### src/verilog/gate_host_pkg.sv
/*
   Shared constants for the gate-driver board controller: register map,
   field positions, reset values and pulse timing.
   Assumes a 40 MHz REF_CLK and a 4-bit byte-addressed software port.
*/
`default_nettype none

package gate_host_pkg;

   localparam int unsigned CHANNELS = 6;
   localparam int unsigned DATA_W = 32;
   localparam int unsigned ADDR_W = 4;

   // Clock and pin timing
   localparam int unsigned CLK_PERIOD_PS = 25000;
   localparam int unsigned RESET_LOW_NS = 800;
   localparam int unsigned RESET_LOW_CYC =
      (RESET_LOW_NS * 1000 + CLK_PERIOD_PS - 1) / CLK_PERIOD_PS;
   localparam int unsigned GLITCH_NS = 20;
   localparam int unsigned GLITCH_CYC = (GLITCH_NS * 1000) / CLK_PERIOD_PS + 1;
   localparam int unsigned SYNC_STAGES = 2;

   // Register offsets
   localparam logic [ADDR_W-1:0] OFF_CTRL = 4'h0;
   localparam logic [ADDR_W-1:0] OFF_STATUS = 4'h4;
   localparam logic [ADDR_W-1:0] OFF_CLEAR = 4'h8;
   localparam logic [ADDR_W-1:0] OFF_PWM_MASK = 4'hC;

   // Control fields
   localparam int unsigned CTRL_PWM_EN = 0;
   localparam int unsigned CTRL_SAFE_TORQUE_OFF = 1;
   localparam int unsigned CTRL_RESET_GO = 2;

   // Status fields
   localparam int unsigned ST_FAULT_LOW = 0;
   localparam int unsigned ST_READY = 1;
   localparam int unsigned ST_FAULT_SEEN = 2;
   localparam int unsigned ST_RESET_BUSY = 3;
   localparam int unsigned ST_SAFE_TORQUE_OFF = 4;
   localparam int unsigned ST_EMERG_SEEN = 5;
   localparam int unsigned ST_NOT_READY_SEEN = 6;

   // Reset values
   localparam logic [1:0] CTRL_RESET = 2'h0;
   localparam logic [CHANNELS-1:0] PWM_MASK_RESET = 6'h00;

   typedef enum logic [0:0] {
      PULSE_IDLE = 1'b0,
      PULSE_LOW = 1'b1
   } pulse_state_t;

endpackage : gate_host_pkg

`default_nettype wire

### src/verilog/gate_host_ctrl.sv
/*
   Controller for a six-channel isolated gate-driver board: PWM gating,
   shared fault and ready monitoring, lockout reset pulse and
   supply-enable shutdown, with a small software register port.
   Assumes the board pulls the shared fault and ready lines up to 3.3 V
   and that PWM_CMD comes from logic on REF_CLK.
*/
// The address map and the strobed register port were decided locally.
// Summary of operation
// A driver pulls the fault line low on IGBT desaturation.
// Fault line is open-drain active low, pulled up on controller side.
// Six fault outputs share one line, low when any driver faults.
// Ready is active high, low when either supply is undervoltage.
// Shared ready line is high only when all six drivers ready.
// A faulted driver stays locked out until a valid reset pulse.
// Controller drives the reset line low at least 800 ns.
// Driver reset input filters noise and short glitches.
// One controller pin drives all six driver resets together.
// Gate output follows the PWM level non-inverted.
// PWM inputs are driven push-pull, never open-drain.
// Drivers ignore control pulses of 20 ns or less.
// Gate clamp engages only when commanded off and gate below 2 V.
// Supply enable is active low; high requests shutdown.
// Level translator inverts enable; high input shuts converters down.
// Inverted enable also shuts down the primary 3.3 V regulator.
// Controller uses the enable line for safe torque off on emergency.
// Hold PWM low while fault is low; reset only after handling.
`timescale 1ns/1ps
`default_nettype none

module gate_host_ctrl
   import gate_host_pkg::*;
#(
   parameter int unsigned RESET_LOW_CYCLES = gate_host_pkg::RESET_LOW_CYC
) (
   input wire logic REF_CLK,
   input wire logic RESET,
   input wire logic [gate_host_pkg::ADDR_W-1:0] BUS_ADDR,
   input wire logic [gate_host_pkg::DATA_W-1:0] BUS_WDATA,
   input wire logic BUS_WR,
   input wire logic BUS_RD,
   output logic [gate_host_pkg::DATA_W-1:0] BUS_RDATA,
   input wire logic [gate_host_pkg::CHANNELS-1:0] PWM_CMD,
   output logic [gate_host_pkg::CHANNELS-1:0] PWM_OUT,
   input wire logic FAULT_N_IN,
   input wire logic READY_IN,
   input wire logic EMERGENCY_IN,
   output logic GATE_RESET_N_OUT,
   output logic SUPPLY_ENABLE_N_OUT
);
   import gate_host_pkg::*;

   localparam int unsigned CNT_W = 8;

   // Elaboration checks; a shorter pulse would not clear the lockout
   if (RESET_LOW_CYCLES < RESET_LOW_CYC
       || RESET_LOW_CYCLES > 255) begin : g_bad_len
      $error("RESET_LOW_CYCLES outside the range the counter serves");
   end
   if (GLITCH_CYC > 1) begin : g_bad_glitch
      $error("Registered PWM cannot guarantee the glitch-filter margin");
   end

   function automatic logic addr_hit(input logic [ADDR_W-1:0] a,
                                     input logic [ADDR_W-1:0] off);
      addr_hit = (a == off);
   endfunction : addr_hit

   // Synchronised pin levels
   logic [2:0] pins_sync;
   logic fault_low;
   logic ready_ok;
   logic emergency;

   // Registers
   logic [1:0] ctrl_reg;
   logic [CHANNELS-1:0] pwm_mask_reg;
   logic fault_seen_reg;
   logic emerg_seen_reg;
   logic not_ready_seen_reg;
   logic [DATA_W-1:0] rdata_reg;
   logic [CHANNELS-1:0] pwm_reg;
   logic enable_n_reg;
   pulse_state_t pulse_state_reg;
   pulse_state_t pulse_state_next;
   logic [CNT_W-1:0] pulse_cnt_reg;
   logic [CNT_W-1:0] pulse_cnt_next;

   // Decode
   wire wr_ctrl = BUS_WR && addr_hit(BUS_ADDR, OFF_CTRL);
   wire wr_clear = BUS_WR && addr_hit(BUS_ADDR, OFF_CLEAR);
   wire wr_mask = BUS_WR && addr_hit(BUS_ADDR, OFF_PWM_MASK);
   wire reset_go = wr_ctrl && BUS_WDATA[CTRL_RESET_GO];
   wire clr_fault = wr_clear && BUS_WDATA[ST_FAULT_SEEN];
   wire clr_emerg = wr_clear && BUS_WDATA[ST_EMERG_SEEN];
   wire clr_not_ready = wr_clear && BUS_WDATA[ST_NOT_READY_SEEN];
   wire pulse_busy = (pulse_state_reg == PULSE_LOW);
   wire safe_torque_off = ctrl_reg[CTRL_SAFE_TORQUE_OFF] || emerg_seen_reg;

   // Fault and ready lines arrive asynchronously from the board
   pin_sync #(
      .WIDTH(3),
      .RESET_VALUE(3'h3)
   ) u_pin_sync (
      .CLK(REF_CLK),
      .RST(RESET),
      .ASYNC_IN({EMERGENCY_IN, READY_IN, FAULT_N_IN}),
      .SYNC_OUT(pins_sync)
   );

   // fault line active low
   // any driver pulls it
   assign fault_low = !pins_sync[0];
   // shared ready high only when all ready
   assign ready_ok = pins_sync[1];
   assign emergency = pins_sync[2];

   // gate PWM on fault
   // undervoltage blocks PWM
   // hold off through lockout
   wire pwm_allowed = ctrl_reg[CTRL_PWM_EN] && !fault_low && ready_ok
                      && !safe_torque_off && !pulse_busy;
   // non-inverted PWM level
   wire [CHANNELS-1:0] pwm_next = pwm_allowed ? (PWM_CMD & pwm_mask_reg)
                                              : {CHANNELS{1'b0}};

   // push-pull outputs
   // registered, so every pulse spans a full 25 ns period
   always_ff @(posedge REF_CLK) begin
      if (RESET) begin
         pwm_reg <= 6'h00;
      end else begin
         pwm_reg <= pwm_next;
      end
   end
   assign PWM_OUT = pwm_reg;

   // Control and mask registers
   always_ff @(posedge REF_CLK) begin
      if (RESET) begin
         ctrl_reg <= CTRL_RESET;
         pwm_mask_reg <= PWM_MASK_RESET;
      end else begin
         if (wr_ctrl) begin
            ctrl_reg <= BUS_WDATA[1:0];
         end
         if (wr_mask) begin
            pwm_mask_reg <= BUS_WDATA[CHANNELS-1:0];
         end
      end
   end

   // sticky fault, set beats clear
   always_ff @(posedge REF_CLK) begin
      if (RESET) begin
         fault_seen_reg <= 1'b0;
         not_ready_seen_reg <= 1'b0;
      end else begin
         fault_seen_reg <= fault_low || (fault_seen_reg && !clr_fault);
         not_ready_seen_reg <= !ready_ok
                               || (not_ready_seen_reg && !clr_not_ready);
      end
   end

   // emergency latches safe torque off
   always_ff @(posedge REF_CLK) begin
      if (RESET) begin
         emerg_seen_reg <= 1'b0;
      end else begin
         emerg_seen_reg <= emergency || (emerg_seen_reg && !clr_emerg);
      end
   end

   // active-low enable, high shuts down
   // board inverts it
   // primary regulator follows
   always_ff @(posedge REF_CLK) begin
      if (RESET) begin
         enable_n_reg <= 1'b0;
      end else begin
         enable_n_reg <= safe_torque_off;
      end
   end
   assign SUPPLY_ENABLE_N_OUT = enable_n_reg;

   // low pulse counter
   always_comb begin
      pulse_state_next = pulse_state_reg;
      pulse_cnt_next = pulse_cnt_reg;
      case (pulse_state_reg)
         PULSE_IDLE: begin
            if (reset_go) begin
               pulse_state_next = PULSE_LOW;
               pulse_cnt_next = CNT_W'(RESET_LOW_CYCLES - 1);
            end
         end
         PULSE_LOW: begin
            if (pulse_cnt_reg == '0) begin
               pulse_state_next = PULSE_IDLE;
            end else begin
               pulse_cnt_next = pulse_cnt_reg - 1'b1;
            end
         end
         default: begin
            pulse_state_next = PULSE_IDLE;
            pulse_cnt_next = '0;
         end
      endcase
   end

   always_ff @(posedge REF_CLK) begin
      if (RESET) begin
         pulse_state_reg <= PULSE_IDLE;
         pulse_cnt_reg <= '0;
      end else begin
         pulse_state_reg <= pulse_state_next;
         pulse_cnt_reg <= pulse_cnt_next;
      end
   end

   // one pin for all six resets
   assign GATE_RESET_N_OUT = !pulse_busy;

   // Read data; unmapped words read as zero
   wire [DATA_W-1:0] status_word = {25'h000_0000,
                                    not_ready_seen_reg,
                                    emerg_seen_reg,
                                    safe_torque_off,
                                    pulse_busy,
                                    fault_seen_reg,
                                    ready_ok,
                                    fault_low};
   wire [DATA_W-1:0] read_mux =
      addr_hit(BUS_ADDR, OFF_CTRL) ? {30'h0000_0000, ctrl_reg} :
      addr_hit(BUS_ADDR, OFF_STATUS) ? status_word :
      addr_hit(BUS_ADDR, OFF_PWM_MASK) ? {26'h000_0000, pwm_mask_reg} :
      32'h0000_0000;

   always_ff @(posedge REF_CLK) begin
      if (RESET) begin
         rdata_reg <= 32'h0000_0000;
      end else begin
         rdata_reg <= BUS_RD ? read_mux : 32'h0000_0000;
      end
   end
   assign BUS_RDATA = rdata_reg;

   // low-time helper counter
   logic [CNT_W-1:0] low_len_reg;
   always_ff @(posedge REF_CLK) begin
      if (RESET || GATE_RESET_N_OUT) begin
         low_len_reg <= '0;
      end else begin
         low_len_reg <= low_len_reg + 1'b1;
      end
   end
endmodule : gate_host_ctrl

`default_nettype wire

### src/verilog/pin_sync.sv
/*
   Two-flop synchroniser for a group of board input pins.
   Assumes the inputs are asynchronous levels; only the second stage
   is read outside this module.
*/
`timescale 1ns/1ps
`default_nettype none

module pin_sync #(
   parameter int unsigned WIDTH = 3,
   parameter logic [WIDTH-1:0] RESET_VALUE = '0
) (
   input wire logic CLK,
   input wire logic RST,
   input wire logic [WIDTH-1:0] ASYNC_IN,
   output logic [WIDTH-1:0] SYNC_OUT
);

   logic [WIDTH-1:0] stage1_reg;
   logic [WIDTH-1:0] stage2_reg;

   // Elaboration check on the width
   if (WIDTH < 1) begin : g_bad_width
      $error("pin_sync needs at least one bit");
   end

   // Metastability guard; stage1 feeds stage2 only
   always_ff @(posedge CLK) begin
      if (RST) begin
         stage1_reg <= RESET_VALUE;
         stage2_reg <= RESET_VALUE;
      end else begin
         stage1_reg <= ASYNC_IN;
         stage2_reg <= stage1_reg;
      end
   end

   assign SYNC_OUT = stage2_reg;

endmodule : pin_sync

`default_nettype wire
### config.mk
export PLATFORM = sky130hd
export DESIGN_NAME = gate_host_ctrl
export DESIGN_NICKNAME = d
export VERILOG_FILES = /design/src/verilog/gate_host_pkg.sv /design/src/verilog/gate_host_ctrl.sv /design/src/verilog/pin_sync.sv
export SDC_FILE = /design/constraint.sdc
export NUM_CORES = 1
export LEC_CHECK = 0
export BUFFER_PORTS_ARGS = -buffer_cell sky130_fd_sc_hd__buf_2
export CORE_ASPECT_RATIO = 0.6
export CORE_MARGIN = 2
export CORE_UTILIZATION = 41
export CTS_CLUSTER_DIAMETER = 120
export DETAILED_ROUTE_END_ITERATION = 12
export PLACE_DENSITY = 0.83
export SETUP_SLACK_MARGIN = 0.1
export SYNTH_ARGS = -nofsm -noshare
export SYNTH_HDL_FRONTEND = slang
export SYNTH_HIERARCHICAL = 1
export SYNTH_SLANG_ARGS = --single-unit
### constraint.sdc
create_clock -name REF_CLK -period 1.53 [get_ports REF_CLK]
set_input_delay 0.2295 -clock REF_CLK [delete_from_list [all_inputs] [get_ports REF_CLK]]
set_output_delay 0.2295 -clock REF_CLK [all_outputs]
set_load 0.01 [all_outputs]
After elaboration in Yosys (flattened, before gate mapping). Cells that the tools add are included.

Bits of input ports: 49. Output and inout port bits: 40. Bits in registers: 65. Word-level logic and storage cells: 65.

Add/subtract/negate cells: 1. Eq/ne operators: 5. Bitwise logic cells: 4. Reductions and logical operators: 32. Muxes and demuxes: 9.

Operators with widths (number): 8-bit two-way mux (2); 8-bit one-hot mux with 2 select lines (1); 1-bit logical AND (14); 4-bit equality test, second input constant (2); 8-bit logical NOT (1); 8-bit by 1-bit subtractor with 8-bit output, second input constant (1); 1-bit logical NOT (7); 7-bit two-way mux (1); 6-bit AND (1); 6-bit two-way mux (1); 4-bit by 3-bit equality test with 1-bit output, second input constant (1); 4-bit logical NOT (1); 1-bit logical OR (4); 2-bit != test, second input constant (2); 2-bit OR reduction (2); 4-bit OR reduction (1); 1-bit NOT (3); 3-bit OR reduction (1); 1-bit two-way mux (2); 2-bit two-way mux (1); 1-bit one-hot mux with 2 select lines (1); 2-bit AND reduction (1).

Logic depth before layout (Yosys ltp).
Depth in word-level cells: 6. Mapped depth: 5.

Modules after synthesis. Netlist, hierarchy kept.

By module, submodules not included: gate_host_ctrl (area each 1627.8 um2, cells an instance 187, instances 1); pin_sync (area each 157.7 um2, cells an instance 12, instances 1).

Worst setup path after synthesis. No wires, ideal clock.

Path type: register to register. From: register pulse_cnt_reg[2]. To: register pulse_cnt_reg[6]. Stages on the path, launching flop included: 5. Slack: -0.043 ns. Period minus slack after synthesis: 1.573 ns. Setup time: 0.070 ns. Path buffers: 1. Data arrival time: 1.503 ns. Path through: dfxtp_1 -> buf_6 -> or4_4 -> or4_1 -> a21oi_1.

Cells in the longest elaborated chain, start to end: 3. Elaborated cells between the ends (all ways): 6. Classes of those cells: add/sub: 1; eq/ne: 1; mux: 2; reduce/logical: 2.

Ends and longest elaborated chain: from (decl) (RTL line gate_host_ctrl.sv:86) `logic [CNT_W-1:0] pulse_cnt_reg;`; from (signal assigned) (RTL line gate_host_ctrl.sv:217) `pulse_cnt_reg <= pulse_cnt_next;`; 8-bit by 1-bit subtractor with 8-bit output / 8-bit logical NOT (equally long branches) (RTL line gate_host_ctrl.sv:201, gate_host_ctrl.sv:198); 8-bit two-way mux / 2-bit != test (equally long branches); 8-bit one-hot mux with 2 select lines / 2-bit AND reduction (equally long branches).

Several ways; a longest one is shown, not always the timed one. The select of a mux whose other input is x is not followed. A chain may end at the register's enable or synchronous reset.

Worst setup path after layout.
From: register pulse_cnt_reg[4]. To: register pulse_cnt_reg[6].

The elaborated chain is that of the path after synthesis.

==> run metrics <==
die width=89.2 um; Fin. Hold Viols=0; Critical Path AT=1.75 ns; CTS tree=built; cell count after synthesis=199; vias in the first global route=1,350; grt ovf=0; ranking of synthesized cells by area=dfxtp_1 (45%), buf_4 (11%), a21oi_1 (5.6%), o21ai_0 (3.6%), nand3_1 (3.4%); cell taking the most area after synthesis=dfxtp_1; PD cells=917 mW/mm2; Synth warnings=6; Layout area overhead=29.1%; Final Core Density=0.556; Max stage delay on crit path=0.55 ns; fillers=393; NumNets Final=311; RSZ-0062 raised after global routing=yes; CP Buf/Inv Count=0; mapped cell area=0.00179 mm2; status=finished, final reports clean; clock-pin slew on the worst setup and hold paths=0.08 ns; Reg2Reg Setup Slack=0.01 ns; die area=0.00492 mm2; core area=0.00414 mm2; DR vias=1,595; # port buffers=38; delay-heaviest family, CP=simple AND/OR/NAND/NOR gates; initial DRC count=118; initial antenna violation count=0; ys flop type=dfxtp_1; DRC=0; worst hold path type=input pin to flip-flop; Max FO, Critical Path=4; # setup viols final=0; GP Congestion=0.845; power consumption=2110 uW; Antenna Nets Post-Route=0; Cell Rows=18; vias per std cell=4.97; clk_lat worst skew=0.29 ns; Initial DRT Pass Iterations=4; post-synthesis register bit count=40; buffer depth of the longest clock path=2; Lkg Pwr=0.000999 uW; max_cap viols=0; CP Data Required Time=1.76 ns; CP Cell Sequence=or4_4, or4_4, a21oi_2; GRT Total Usage=0.178; VDD IR max=473 uV; fin crit share=0.991; Max Clock Freq=659 MHz; clk_skew=0.00618 ns; Die Ht=55.1 um; ANT cells=0; sequential-to-total area share from yosys stat=0.448; most frequent cell after synthesis=dfxtp_1; Initial Utilization=0.431; max FFs per register=8; CP max-delay cell=or4_4; CP most frequent cell=or4_4; layout cells sized above 1=0.372; Crit. End Element=flip-flop; final wirelength=4240 um; Mean Syn Cell Area=8.97 um2; pin count of the biggest net entering global routing=28; fraction of registers with async set/reset=0; first-pass GRT wire length=6370 um; post-route minimum period=1.52 ns; Max Slew Vio Count=0; Synth top area share=0.448; CP startpoint kind=flip-flop; Post-synth EDFFs=0; list of most frequent post-synthesis cells=dfxtp_1 (40), buf_4 (25), a21oi_1 (20), o21ai_0 (13), nand3_1 (12); distinct cell type count after synthesis=42; total clock sinks=40; CTS H-tree lvls=2; WL/cell=13.2 um; dpl hpwl=3090 um; TritonCTS Buffers=5; Crit Path Class=flip-flop to flip-flop; Root Driver=clkbuf_8; Top Ports=89
## final cells by class
class / count / area, um2 / area share
Timing Repair Buffer: 64 / 393 / 0.170
Clock buffer: 6 / 72.6 / 0.0315
Tap cell: 60 / 75.1 / 0.0326
Sequential cell: 40 / 807 / 0.350
Multi-Input combinational cell: 144 / 903 / 0.392
Inverter: 5 / 18.8 / 0.00814
Clock inverter: 2 / 35.0 / 0.0152
## kinds of logic after synthesis
logic type,Yosys count,share of synthesized area
DFF,40,0.448
AOI/OAI and AO/OA,48,0.160
adders and majority gates,2,0.0140
buffers and inverters,39,0.139
other,1,0.00210
muxes,3,0.0168
and+or+nand+nor,66,0.219
## cell usage in the layout (no fill, tap or decap), drive strengths merged
cell type | synthesis | layout
clkinv | 0 | 1
a211oi | 3 | 3
o21bai | 1 | 1
mux2i | 3 | 3
buf | 28 | 64
a21o | 1 | 1
nor4bb | 1 | 1
o32ai | 1 | 1
nor4b | 2 | 2
a311oi | 1 | 1
or2 | 5 | 5
clkbuf | 6 | 6
a211o | 1 | 1
and2 | 1 | 1
nor3 | 2 | 2
nand2 | 7 | 7
conb | 1 | 25
or4 | 4 | 4
o41ai | 1 | 1
or3b | 3 | 3
o21a | 1 | 1
nor2 | 10 | 10
ha | 2 | 2
dfxtp | 40 | 40
or4b | 1 | 1
nor4 | 3 | 3
inv | 5 | 5
bufinv | 0 | 1
o31ai | 2 | 2
nand3 | 12 | 12
a31oi | 2 | 2
nor2b | 2 | 2
and3 | 7 | 7
nor3b | 3 | 3
a2111o | 1 | 1
or3 | 3 | 3
o21ai | 13 | 13
a21oi | 20 | 20
## worst reg2reg max path, cell delays in order, from the launching register on
cell and delay [ns]:
dfxtp_2 0.34, or4_4 0.55, or4_4 0.43, a21oi_2 0.14
## power by group
group	switching, uW	leakage (uW)	internal, uW	total [uW]
clock network	368	0.0000552	484	852
registers	10.0	0.000327	1060	1070
logic	113	0.000617	80.1	193
total	491	0.000999	1620	2110
## layer usage
metal  up-vias  GRT usage  routed length, um
met4         0     0.0672                 31
met3         5     0.0564                339
met5         -          0                  0
met1       743      0.260               2100
li1        786          -                  -
met2        61      0.242               1760
## through the flow
step	worst slack, ns	instances	hold WS [ns]	TNS [ns]	instance area (um2)
after global routing	-0.00850	321	0.118	-0.0110	2300
after floorplan	0.0561	223	0.301	0	1890
final	0.0133	321	0.111	0	2300
after CTS	0.0520	319	0.102	0	2240
after global placement	-0.0852	309	0.387	-0.136	2090
after detailed placement	-0.0943	309	0.390	-0.186	2090
## what timing repair did
action | CTS | global route
setup endpoints to repair | 7 | 8
gates resized for setup | 8 | 13
setup buffers | 2 | 2
pin swaps | 5 | 5
hold buffers | 0 | 0
## worst paths after layout
check,start,endpoint,depth (start not counted)
worst max-delay path,pulse_cnt_reg[4],pulse_cnt_reg[6],3
worst min-delay path,FAULT_N_IN,u_pin_sync/stage1_reg[0],2
worst max register to register,pulse_cnt_reg[4],pulse_cnt_reg[6],3
worst min register to register,u_pin_sync/stage1_reg[0],u_pin_sync/SYNC_OUT[0],1
(Power assumes the default switching activity.)
